$ cat src/verilog/ped_pkg.sv
// Package for the point-to-point error and diagnostic event block
package ped_pkg;

   // AXI4-Lite register byte offsets
   localparam logic [7:0] OFS_CTRL     = 8'h00;
   localparam logic [7:0] OFS_JOB      = 8'h04;
   localparam logic [7:0] OFS_DIAG     = 8'h08;
   localparam logic [7:0] OFS_EVENT    = 8'h0c;
   localparam logic [7:0] OFS_RESP     = 8'h10;

   // Control register fields
   localparam int CTRL_DIAG_EN   = 0;
   localparam int CTRL_HANDLER   = 1;
   localparam int CTRL_RUN       = 2;
   localparam int CTRL_ADDR_LSB  = 16;

   // Job register fields
   localparam int JOB_ERR        = 16;
   localparam int JOB_DONE       = 17;
   localparam int JOB_BUSY       = 18;

   // Diagnostic byte 8 and byte 10 bit positions
   localparam int D8_FAULTY      = 0;
   localparam int D8_EXTERNAL    = 2;
   localparam int D8_LINE_BREAK  = 5;
   localparam int D10_COMM_ERR   = 1;
   localparam int D10_IRQ_LOSS   = 6;

   // Event log fields
   localparam int EV_OUTGOING    = 16;
   localparam int EV_VALID       = 17;
   localparam int EV_LOST        = 18;

   // Event code of the wire-break diagnostic
   localparam logic [15:0] EVT_WIRE_BREAK = 16'h080d;

   // Bus responses
   localparam logic [1:0] RESP_OKAY   = 2'b00;
   localparam logic [1:0] RESP_SLVERR = 2'b10;

   // Response error identifiers
   localparam logic [7:0] RID_NONE = 8'h00;
   localparam logic [7:0] RID_0A   = 8'h0a;
   localparam logic [7:0] RID_0C   = 8'h0c;
   localparam logic [7:0] RID_10   = 8'h10;
   localparam logic [7:0] RID_12   = 8'h12;
   localparam logic [7:0] RID_14   = 8'h14;
   localparam logic [7:0] RID_16   = 8'h16;
   localparam logic [7:0] RID_2A   = 8'h2a;
   localparam logic [7:0] RID_32   = 8'h32;
   localparam logic [7:0] RID_34   = 8'h34;
   localparam logic [7:0] RID_36   = 8'h36;

   // Default module address of this interface
   localparam logic [15:0] MDL_ADDR_RST = 16'h0150;

   // Operating state of the device
   typedef enum logic [0:0] {OP_RUN, OP_STOP} ped_op_t;

   // Diagnostic data as presented to the handler
   typedef struct packed {
      logic [15:0] addr;
      logic [7:0]  byte8;
      logic [7:0]  byte10;
   } ped_diag_t;

   // Job result
   typedef struct packed {
      logic        err;
      logic [15:0] status;
   } ped_job_t;

endpackage : ped_pkg
$ cat src/verilog/ped_diag.sv
// Error reporting and diagnostic event logic of the point-to-point interface
//
// What this block does
// - A job ending in fault raises the job error flag and loads the cause code.
// - The status word reads zero unless the job error flag is set.
// - An error in a received send or fetch frame is answered with an identifier in byte four.
// - Identifier 0a maps to 0905, 2a to 090d and 34 to 090c.
// - Identifier 0c maps to 0301, 0609, 060a, 0902; 12 to 0904; 14 to 0903.
// - A wire break on the serial line raises a diagnostic event with code 080d.
// - Diagnostic events are raised only while diagnostic interrupts are enabled.
// - Every diagnostic condition is reported as incoming and again as outgoing.
// - A diagnostic event never disturbs a send or receive job in progress.
// - With no diagnostic handler installed, an event puts the device into stop.
// - A diagnostic event lights the system fault indicator.
// - Diagnostic bytes six and seven carry the address of the raising module.
// - Byte 8 bit 0 flags a faulty module while any error remains queued.
// - The faulty module bit clears only after all queued errors went outgoing.
// - A line break sets faulty, line break, external and communication bits at once.
`timescale 1ns/1ps
module ped_diag
   import ped_pkg::*;
(
   // Clock and reset
   input  wire logic        CORE_CLK,
   input  wire logic        RST_N,
   // AXI4-Lite write address
   input  wire logic [7:0]  S_AXI_AWADDR,
   input  wire logic        S_AXI_AWVALID,
   output logic             S_AXI_AWREADY,
   // AXI4-Lite write data
   input  wire logic [31:0] S_AXI_WDATA,
   input  wire logic [3:0]  S_AXI_WSTRB,
   input  wire logic        S_AXI_WVALID,
   output logic             S_AXI_WREADY,
   // AXI4-Lite write response
   output logic [1:0]       S_AXI_BRESP,
   output logic             S_AXI_BVALID,
   input  wire logic        S_AXI_BREADY,
   // AXI4-Lite read address
   input  wire logic [7:0]  S_AXI_ARADDR,
   input  wire logic        S_AXI_ARVALID,
   output logic             S_AXI_ARREADY,
   // AXI4-Lite read data
   output logic [31:0]      S_AXI_RDATA,
   output logic [1:0]       S_AXI_RRESP,
   output logic             S_AXI_RVALID,
   input  wire logic        S_AXI_RREADY,
   // Job engine side
   input  wire logic        JOB_START,
   input  wire logic        JOB_END,
   input  wire logic        JOB_FAULT,
   input  wire logic [15:0] JOB_CAUSE,
   // Partner event to response identifier
   input  wire logic [15:0] RX_EVENT_CODE,
   output logic [7:0]       RESPONSE_ERROR_ID,
   // Serial line wire-break detector, asynchronous
   input  wire logic        WIRE_BREAK,
   // Device status
   output logic             SYSTEM_FAULT_INDICATOR,
   output logic             DEVICE_STOPPED,
   output logic             DIAG_EVENT
);

   // Event code to response identifier lookup
   function automatic logic [7:0] map_id(input logic [15:0] ev);
      logic [7:0] id;
      id = RID_NONE;
      case (ev)
         16'h0905:                            id = RID_0A;
         16'h0301, 16'h0609, 16'h060a,
         16'h0902:                            id = RID_0C;
         16'h0601, 16'h0604:                  id = RID_10;
         16'h0904:                            id = RID_12;
         16'h0903:                            id = RID_14;
         16'h0602, 16'h0603, 16'h090a:        id = RID_16;
         16'h090d:                            id = RID_2A;
         16'h060f, 16'h0909:                  id = RID_32;
         16'h090c:                            id = RID_34;
         16'h060e, 16'h0908:                  id = RID_36;
         default:                             id = RID_NONE;
      endcase
      return id;
   endfunction : map_id

   // Pin synchroniser, three stages, and the debounced break level
   logic [2:0]  sync_ff, nxt_sync;
   logic        brk_ff, nxt_brk;
   // Registers
   logic [31:0] ctrl_ff, nxt_ctrl;
   ped_job_t    job_ff, nxt_job;
   logic        done_ff, nxt_done;
   logic        busy_ff, nxt_busy;
   ped_diag_t   diag_ff, nxt_diag;
   logic        ev_valid_ff, nxt_ev_valid;
   logic        ev_out_ff, nxt_ev_out;
   logic        ev_lost_ff, nxt_ev_lost;
   logic        pend_ff, nxt_pend;
   logic        pend_out_ff, nxt_pend_out;
   logic        sf_ff, nxt_sf;
   logic        pulse_ff, nxt_pulse;
   ped_op_t     op_ff, nxt_op;
   logic [7:0]  rid_ff, nxt_rid;
   // Bus state
   logic        aw_ff, nxt_aw, w_ff, nxt_w;
   logic [7:0]  awaddr_ff, nxt_awaddr;
   logic [31:0] wdata_ff, nxt_wdata;
   logic [3:0]  wstrb_ff, nxt_wstrb;
   logic        bvalid_ff, nxt_bvalid;
   logic [1:0]  bresp_ff, nxt_bresp;
   logic        rvalid_ff, nxt_rvalid;
   logic [1:0]  rresp_ff, nxt_rresp;
   logic [31:0] rdata_ff, nxt_rdata;
   logic        wr_go, rd_go, ev_rd, brk_chg, raise;
   // Write strobe merge, byte lanes
   function automatic logic [31:0] merge(input logic [31:0] old, input logic [31:0] nw,
                                         input logic [3:0] st);
      logic [31:0] r;
      r = old;
      for (int i = 0; i < 4; i++)
         if (st[i])
            r[i*8 +: 8] = nw[i*8 +: 8];
      return r;
   endfunction : merge

   // Handshake and device outputs
   assign S_AXI_AWREADY = !aw_ff && !bvalid_ff;
   assign S_AXI_WREADY  = !w_ff && !bvalid_ff;
   assign S_AXI_ARREADY = !rvalid_ff;
   assign S_AXI_BVALID  = bvalid_ff;
   assign S_AXI_BRESP   = bresp_ff;
   assign S_AXI_RVALID  = rvalid_ff;
   assign S_AXI_RRESP   = rresp_ff;
   assign S_AXI_RDATA   = rdata_ff;
   assign RESPONSE_ERROR_ID      = rid_ff;
   assign SYSTEM_FAULT_INDICATOR = sf_ff;
   assign DEVICE_STOPPED         = (op_ff == OP_STOP);
   assign DIAG_EVENT             = pulse_ff;
   assign wr_go   = aw_ff && w_ff && !bvalid_ff;
   assign rd_go   = S_AXI_ARVALID && !rvalid_ff;
   assign ev_rd   = rd_go && (S_AXI_ARADDR == OFS_EVENT);
   // A change counts once stages two and three agree
   assign brk_chg = (sync_ff[1] == sync_ff[2]) && (sync_ff[2] != brk_ff);
   assign raise   = brk_chg && ctrl_ff[CTRL_DIAG_EN];

   // Synchroniser and debounced break level
   always_comb
   begin
      nxt_sync = {sync_ff[1:0], WIRE_BREAK};
      nxt_brk  = brk_chg ? sync_ff[2] : brk_ff;
   end

   // Job result tracking; runs apart from diagnostics so jobs are never disturbed
   always_comb
   begin
      nxt_job  = job_ff;
      nxt_done = done_ff;
      nxt_busy = busy_ff;
      nxt_rid  = map_id(RX_EVENT_CODE);
      if (JOB_START)
      begin
         nxt_job  = '0;
         nxt_done = 1'b0;
         nxt_busy = 1'b1;
      end
      if (JOB_END && (busy_ff || JOB_START))
      begin
         nxt_busy = 1'b0;
         nxt_done = 1'b1;
         nxt_job.err    = JOB_FAULT;
         nxt_job.status = JOB_FAULT ? JOB_CAUSE : '0;
      end
   end

   // Diagnostic event state; software clears come before the sets so a set wins
   always_comb
   begin
      nxt_diag     = diag_ff;
      nxt_ev_valid = ev_valid_ff;
      nxt_ev_out   = ev_out_ff;
      nxt_ev_lost  = ev_lost_ff;
      nxt_pend     = pend_ff;
      nxt_pend_out = pend_out_ff;
      nxt_sf       = sf_ff;
      nxt_op       = op_ff;
      nxt_pulse    = 1'b0;
      nxt_diag.addr = ctrl_ff[CTRL_ADDR_LSB +: 16];
      // Reading the event log consumes the oldest entry
      if (ev_rd && ev_valid_ff)
      begin
         nxt_ev_valid = pend_ff;
         nxt_ev_out   = pend_out_ff;
         nxt_pend     = 1'b0;
      end
      if (wr_go && awaddr_ff == OFS_DIAG && wstrb_ff[0] && wdata_ff[0])
      begin
         nxt_ev_lost = 1'b0;
         nxt_diag.byte10[D10_IRQ_LOSS] = 1'b0;
      end
      if (wr_go && awaddr_ff == OFS_CTRL && wstrb_ff[0] && wdata_ff[CTRL_RUN])
         nxt_op = OP_RUN;
      if (raise)
      begin
         nxt_pulse = 1'b1;
         nxt_sf    = 1'b1;
         if (!ctrl_ff[CTRL_HANDLER])
            nxt_op = OP_STOP;
         // Queue as incoming or outgoing; a third unread event is lost
         if (!nxt_ev_valid)
         begin
            nxt_ev_valid = 1'b1;
            nxt_ev_out   = !sync_ff[2];
         end
         else if (!nxt_pend)
         begin
            nxt_pend     = 1'b1;
            nxt_pend_out = !sync_ff[2];
         end
         else
         begin
            nxt_ev_lost = 1'b1;
            nxt_diag.byte10[D10_IRQ_LOSS] = 1'b1;
         end
         if (sync_ff[2])
         begin
            nxt_diag.byte8[D8_FAULTY]     = 1'b1;
            nxt_diag.byte8[D8_LINE_BREAK] = 1'b1;
            nxt_diag.byte8[D8_EXTERNAL]   = 1'b1;
            nxt_diag.byte10[D10_COMM_ERR] = 1'b1;
         end
         else
         begin
            nxt_diag.byte8[D8_LINE_BREAK] = 1'b0;
            nxt_diag.byte8[D8_EXTERNAL]   = 1'b0;
            nxt_diag.byte10[D10_COMM_ERR] = 1'b0;
         end
      end
      // Faulty stays while anything is queued; clears once all went outgoing
      if (diag_ff.byte8[D8_FAULTY] && !sync_ff[2] && !brk_ff && !nxt_ev_valid)
      begin
         nxt_diag.byte8[D8_FAULTY] = 1'b0;
         nxt_sf = 1'b0;
      end
   end

   // AXI4-Lite slave
   always_comb
   begin
      nxt_aw     = aw_ff;
      nxt_w      = w_ff;
      nxt_awaddr = awaddr_ff;
      nxt_wdata  = wdata_ff;
      nxt_wstrb  = wstrb_ff;
      nxt_bvalid = bvalid_ff;
      nxt_bresp  = bresp_ff;
      nxt_rvalid = rvalid_ff;
      nxt_rresp  = rresp_ff;
      nxt_rdata  = rdata_ff;
      nxt_ctrl   = ctrl_ff;
      if (S_AXI_AWVALID && S_AXI_AWREADY)
      begin
         nxt_aw     = 1'b1;
         nxt_awaddr = S_AXI_AWADDR;
      end
      if (S_AXI_WVALID && S_AXI_WREADY)
      begin
         nxt_w     = 1'b1;
         nxt_wdata = S_AXI_WDATA;
         nxt_wstrb = S_AXI_WSTRB;
      end
      if (wr_go)
      begin
         nxt_aw     = 1'b0;
         nxt_w      = 1'b0;
         nxt_bvalid = 1'b1;
         nxt_bresp  = RESP_OKAY;
         case (awaddr_ff)
            OFS_CTRL: nxt_ctrl = merge(ctrl_ff, wdata_ff, wstrb_ff) & ~(32'h1 << CTRL_RUN);
            OFS_DIAG: nxt_bresp = RESP_OKAY;
            default:  nxt_bresp = RESP_SLVERR;
         endcase
      end
      if (bvalid_ff && S_AXI_BREADY)
         nxt_bvalid = 1'b0;
      if (rd_go)
      begin
         nxt_rvalid = 1'b1;
         nxt_rresp  = RESP_OKAY;
         case (S_AXI_ARADDR)
            OFS_CTRL:  nxt_rdata = ctrl_ff | {31'h0, op_ff == OP_STOP} << CTRL_RUN;
            OFS_JOB:   nxt_rdata = {13'h0, busy_ff, done_ff, job_ff.err, job_ff.status};
            OFS_DIAG:  nxt_rdata = {diag_ff.addr, diag_ff.byte10, diag_ff.byte8};
            OFS_EVENT: nxt_rdata = {13'h0, ev_lost_ff, ev_valid_ff, ev_out_ff, EVT_WIRE_BREAK};
            OFS_RESP:  nxt_rdata = {24'h0, rid_ff};
            default:
            begin
               nxt_rdata = '0;
               nxt_rresp = RESP_SLVERR;
            end
         endcase
      end
      if (rvalid_ff && S_AXI_RREADY)
         nxt_rvalid = 1'b0;
   end

   // Register all state
   always_ff @(posedge CORE_CLK or negedge RST_N)
   begin
      if (!RST_N)
      begin
         sync_ff     <= '0;
         brk_ff      <= 1'b0;
         ctrl_ff     <= {MDL_ADDR_RST, 16'h0};
         job_ff      <= '0;
         done_ff     <= 1'b0;
         busy_ff     <= 1'b0;
         diag_ff     <= '0;
         ev_valid_ff <= 1'b0;
         ev_out_ff   <= 1'b0;
         ev_lost_ff  <= 1'b0;
         pend_ff     <= 1'b0;
         pend_out_ff <= 1'b0;
         sf_ff       <= 1'b0;
         pulse_ff    <= 1'b0;
         op_ff       <= OP_RUN;
         rid_ff      <= RID_NONE;
         aw_ff       <= 1'b0;
         w_ff        <= 1'b0;
         awaddr_ff   <= '0;
         wdata_ff    <= '0;
         wstrb_ff    <= '0;
         bvalid_ff   <= 1'b0;
         bresp_ff    <= RESP_OKAY;
         rvalid_ff   <= 1'b0;
         rresp_ff    <= RESP_OKAY;
         rdata_ff    <= '0;
      end
      else
      begin
         sync_ff     <= nxt_sync;
         brk_ff      <= nxt_brk;
         ctrl_ff     <= nxt_ctrl;
         job_ff      <= nxt_job;
         done_ff     <= nxt_done;
         busy_ff     <= nxt_busy;
         diag_ff     <= nxt_diag;
         ev_valid_ff <= nxt_ev_valid;
         ev_out_ff   <= nxt_ev_out;
         ev_lost_ff  <= nxt_ev_lost;
         pend_ff     <= nxt_pend;
         pend_out_ff <= nxt_pend_out;
         sf_ff       <= nxt_sf;
         pulse_ff    <= nxt_pulse;
         op_ff       <= nxt_op;
         rid_ff      <= nxt_rid;
         aw_ff       <= nxt_aw;
         w_ff        <= nxt_w;
         awaddr_ff   <= nxt_awaddr;
         wdata_ff    <= nxt_wdata;
         wstrb_ff    <= nxt_wstrb;
         bvalid_ff   <= nxt_bvalid;
         bresp_ff    <= nxt_bresp;
         rvalid_ff   <= nxt_rvalid;
         rresp_ff    <= nxt_rresp;
         rdata_ff    <= nxt_rdata;
      end
   end

endmodule : ped_diag

$ cat config.mk
export PLATFORM = sky130hd
export DESIGN_NAME = ped_diag
export DESIGN_NICKNAME = d
export VERILOG_FILES = /design/src/verilog/ped_pkg.sv /design/src/verilog/ped_diag.sv
export SDC_FILE = /design/constraint.sdc
export NUM_CORES = 1
export LEC_CHECK = 0
export ABC_AREA = 1
export BUFFER_PORTS_ARGS = -buffer_cell sky130_fd_sc_hd__buf_2
export CAP_MARGIN = 25
export CORE_ASPECT_RATIO = 1.1
export CORE_UTILIZATION = 30
export CTS_CLUSTER_DIAMETER = 150
export DETAILED_ROUTE_END_ITERATION = 6
export SYNTH_ARGS = -nofsm -noshare
export SYNTH_HDL_FRONTEND = slang
export SYNTH_SLANG_ARGS = --single-unit
$ cat constraint.sdc
create_clock -name CORE_CLK -period 1.4 [get_ports CORE_CLK]
set_input_delay 0.07 -clock CORE_CLK [delete_from_list [all_inputs] [get_ports CORE_CLK]]
set_output_delay 0.07 -clock CORE_CLK [all_outputs]
set_load 0.1 [all_outputs]
Word level (Yosys, flattened, before mapping)

Index checks and enable logic that the tools add are counted.
W data, S select, Z words.

Register bits after elaboration: 174
Input bits: 95
Logic and storage cells: 159

Equal/unequal tests: 25
Muxes and demuxes: 45
Bitwise operators: 2
Reduce and logical (&&, ||, !) cells: 53

Operators with widths:

| operator               | number |
|---|---|
| $pmux W32 S5           | 1 |
| $eq A16 B12 Y1 const B | 9 |
| $eq A16 B11 Y1 const B | 8 |
| $pmux W6 S10           | 1 |
| $mux W1                | 38 |
| $mux W17               | 2 |
| $or A32 B3 Y32         | 1 |
| $eq A8 B4 Y1 const B   | 3 |
| $logic_and A1 B1 Y1    | 23 |
| $eq A16 B10 Y1 const B | 1 |
| $logic_not A8 Y1       | 2 |
| $mux W16               | 1 |
| $reduce_and A3 Y1      | 5 |
| $reduce_bool A2 Y1     | 7 |
| $eq A8 B3 Y1 const B   | 1 |
| $eq A8 B5 Y1 const B   | 1 |
| $reduce_or A2 Y1       | 4 |
| $logic_not A1 Y1       | 7 |
| $reduce_or A5 Y1       | 1 |
| $mux W2                | 2 |
| $reduce_or A4 Y1       | 1 |
| $reduce_or A3 Y1       | 1 |
| $reduce_and A2 Y1      | 1 |
| $eq A1 B1 Y1           | 1 |
| 3 further kinds        | 3 |

Depth between registers and ports, before layout

Depth in word-level cells: 10
Gate-level depth with buffers: 10

Least setup slack after synthesis

No wires, ideal clock.

Path type: reg2reg
Start point: register bvalid_ff, in the netlist S_AXI_BVALID
End point: register awaddr_ff[0]
Setup time: 0.125 ns
Arrival: 3.152 ns
Data required time: 1.275 ns
Slack: -1.877 ns
Stages on the path, launching flop included: 4
Cell sequence: dfrtp_1 nor2_1 nand2_1 mux2_2

Longest elaborated chain between the ends: 3

RTL lines:

| item                     | line            | source |
|---|---|---|
| start: declaration       | ped_diag.sv:108 | `logic bvalid_ff, nxt_bvalid;` |
| start signal: assignment | ped_diag.sv:360 | `bvalid_ff <= nxt_bvalid;` |
| $logic_not A1 Y1         | ped_diag.sv:126 | `assign S_AXI_AWREADY = !aw_ff && !bvalid_ff;` |
| $logic_and A1 B1 Y1      | ped_diag.sv:126 |  |
| named net S_AXI_AWREADY  | ped_diag.sv:29  | `output logic S_AXI_AWREADY,` |
| $logic_and A1 B1 Y1      | ped_diag.sv:259 | `if (S_AXI_AWVALID && S_AXI_AWREADY)` |
| end signal: assignment   | ped_diag.sv:357 | `awaddr_ff <= nxt_awaddr;` |
| end: declaration         | ped_diag.sv:105 | `logic [7:0] awaddr_ff, nxt_awaddr;` |

The timed path passes the listed nets, and every way through them passes these cells.
A chain may end at the register's enable or synchronous reset.

Worst setup path after layout

Start point: register bvalid_ff, in the netlist S_AXI_BVALID
End point: register wstrb_ff[1]

Longest elaborated chain between the ends: 3

RTL lines:

| item                   | line            | source |
|---|---|---|
| $logic_not A1 Y1       | ped_diag.sv:127 | `assign S_AXI_WREADY = !w_ff && !bvalid_ff;` |
| $logic_and A1 B1 Y1    | ped_diag.sv:127 |  |
| $logic_and A1 B1 Y1    | ped_diag.sv:264 | `if (S_AXI_WVALID && S_AXI_WREADY)` |
| end signal: assignment | ped_diag.sv:359 | `wstrb_ff <= nxt_wstrb;` |
| end: declaration       | ped_diag.sv:107 | `logic [3:0] wstrb_ff, nxt_wstrb;` |

No other way between the ends.

==> key figures <==
Run status
  • Status: finished with violations
  • Failing checks: negative setup slack

Setup path
  • Crit path launch type: register
  • CP Buf/Inv Count: 2
  • CP Depth: 5
  • Largest stage delay on the critical path: 520 ps
  • Required @ worst endpoint: 1710 ps
  • Kind of critical path: register to register
  • Crit path max fanout: 8
  • Cells on worst reg2reg path: 5
  • Arrival time worst endpoint: 1750 ps
  • CP endpoint kind: register
  • FF-to-FF setup slack: -40 ps
  • Crit-path cells: nor2_4 -> buf_12 -> nand2_8 -> clkbuf_16 -> mux2_2
  • CP max stage cell: dfrtp_4
  • Crit-path leading delay family: flip-flops

Power and ir drop
  • Total power: 16.52 mW
  • P per Cell Area: 1589 nW/um^2
  • VDD IR max: 0.001341 V
  • Leakage: 5.347 nW

Synthesis
  • Top cells by count, synth: 273 x nand2_1, 165 x dfrtp_1, 73 x inv_1
  • Mapped Cells: 833
  • Synth Flop Type: dfrtp_1
  • Cell with the most instances after synthesis: nand2_1
  • FFs w/ async S/R, synth: 100.0%
  • Yosys top cell area share: 57.03%
  • Top cell type by total area after synthesis: dfrtp_1
  • Cell variety after synth: 29
  • EDFF count, synth: 0
  • Area of the mapped netlist: 7239 um^2
  • Area contributors post-synth: dfrtp_1 57%, nand2_1 14%, nand3_1 4.9%
  • Syn. warnings: 0
  • Sequential cell area fraction in the yosys report: 58.12%
  • Avg Inst Size Synth: 8.691 um^2
  • Yosys reg bits: 168

Clocking
  • H-Tree Depth: 4
  • CTS root buf: clkbuf_16
  • Clock latency at the later pin of the worst-skew pair: 430 ps
  • Clock-pin slew on the worst setup and hold paths: 70 ps
  • CTS tree: done
  • Cts bufs inserted: 17
  • Clock tree sinks: 168
  • Clk buf depth: 2

Finish
  • Fraction of layout cells with a size suffix above 1: 29.29%
  • Synth-to-layout area growth: 43.59%
  • N_diodes: 0
  • Nets: 1171
  • Final Non-Filler Cells: 1394

STA
  • Crit share post-route: 102.9%
  • Clock Skews: 8.022 ps
  • Period minus WS final: 1440 ps
  • Final hold vios: 0
  • Slew Viols, Final: 0
  • Slew headroom: 64.34%
  • RSZ-0062 raised after global routing: yes
  • Setup-failing EPs final: 11
  • Setup TNS: -230.7 ps
  • FMAX: 694.3 MHz
  • Final setup margin: -40.39 ps
  • Slew @ Worst Pin: 538.6 ps

Detailed routing
  • WL final: 19950 um
  • Iter 0 DRT Violations: 346
  • DR pass1 iterations: 4
  • Vias per cell: 4.514
  • Remaining DRCs: 0
  • Vias: 6292
  • Wire length per cell: 14.31 um
  • Post-DRT Antenna Nets: 0

Floorplanning
  • Die Wd: 150.1 um
  • Die area: 24760 um^2
  • # rows: 59
  • I/O pin cnt: 147
  • Initial cell density of the core: 30.55%
  • Core ar.: 23700 um^2
  • Die Y: 164.9 um

Global route
  • Total grt overflow: 0
  • First-pass GRT wire length: 30930 um
  • Initial antenna violation count: 0
  • Vias in the first global route: 6149
  • Largest net degree at the start of global routing: 44
  • Total track usage: 16.28%

Flow run
  • # Max-Cap Violations: 0

Min path
  • HP Class: input pin to register
  • WHS Path Cells: 5

Place
  • Port bufs: 141
  • HPWL Detailed: 13120 um
  • Gpl congestion: 0.8249
  • Placed cells: 1278
[per-stage QoR]
step	util, %	setup slack, ps	cell area [um^2]	hold slack, ps
floorplan	-	-623.7	7490	-225.6
global placement	36.71	-73.31	8700	42.84
detailed placement	36.71	-105.2	8700	48.63
CTS	42.53	-52.88	10080	26.09
global route	43.87	-125.5	10400	44.13
finish	43.87	-40.39	10400	49.78
[final timing paths]
| check | end | startpoint |
|---|---|---|
| worst max-delay path | wstrb_ff[1] | S_AXI_BVALID |
| worst min-delay path | RESPONSE_ERROR_ID[3] | RX_EVENT_CODE[2] |
| worst max register to register | wstrb_ff[1] | S_AXI_BVALID |
| worst min register to register | sync_ff[1] | sync_ff[0] |
| max in group asynchronous | ctrl_ff[24] | RST_N |
| min in group asynchronous | S_AXI_RVALID | RST_N |
[cell families (layout without fill, tap and decap cells)]
group / count (synthesis) / count (layout) / share of synthesized area, %
flip-flops: 168 / 168 / 58.12
AND/OR/NAND/NOR: 437 / 441 / 25.23
buffers and inverters: 112 / 360 / 6.498
AO/OA/AOI/OAI: 97 / 97 / 7.294
other: 1 / 5 / 0.05180
multiplexers: 18 / 18 / 2.800
[cell type report]
cell class                 count  area [um^2]
tap                          305        381.6
multi-input combinational    561         2863
clock inverter                15        240.2
fill                        2249        13300
inverter                      80        307.8
timing repair buffer         248         1962
clock buffer                  17        425.4
sequential                   168         4215
[cells in the final DEF (no fill, tap or decap), types with 12 or more instances in the layout]
master / netlist / final
clkbuf_16: 0 / 20
nand3_1: 71 / 69
inv_1: 73 / 70
mux2_2: 18 / 18
buf_4: 6 / 22
a21oi_2: 0 / 19
dfrtp_1: 165 / 163
o21ai_1: 24 / 25
dlygate4sd3_1: 0 / 67
buf_12: 0 / 14
buf_2: 10 / 135
o21ai_0: 29 / 27
nand2_1: 273 / 265
nor2_2: 5 / 14
a21oi_1: 31 / 12
nor2_1: 69 / 55
[tightest hold or removal path, cell delays in order]
cell	delay (ps)
buf_2	110
nand2_1	100
nor2_1	70
inv_1	40
nand2_1	40
[metal layers]
metal / routed length [um] / global-route usage [%]
met1: 9629 / 21.71
met4: 274 / 5.785
met2: 9307 / 25.93
met5: 0 / 0
met3: 740 / 3.591
[repair_timing]
action	CTS	global route
gates cloned	2	7
endpoints found under the setup margin	19	77
resized for setup	3	34
buffers inserted	2	7
hold endpoints to repair	205	0
pin swaps	2	4
hold buffers	67	0
[power by group]
part | internal [mW] | total, mW | switching [mW]
clock network | 3.22 | 5.28 | 2.06
logic | 1.90 | 4.64 | 2.74
registers | 5.92 | 6.60 | 0.674
[sequential cells by signal, indices dropped and copies added, names as in the netlist, 3 cells and up]
| name | flops |
|---|---|
| wdata_ff | 32 |
| job_ff | 17 |
| ctrl_ff | 31 |
| S_AXI_RDATA | 32 |
| sync_ff | 3 |
| RESPONSE_ERROR_ID | 5 |
| diag_ff | 19 |
| awaddr_ff | 8 |
| wstrb_ff | 4 |
(Power assumes the default switching activity.)
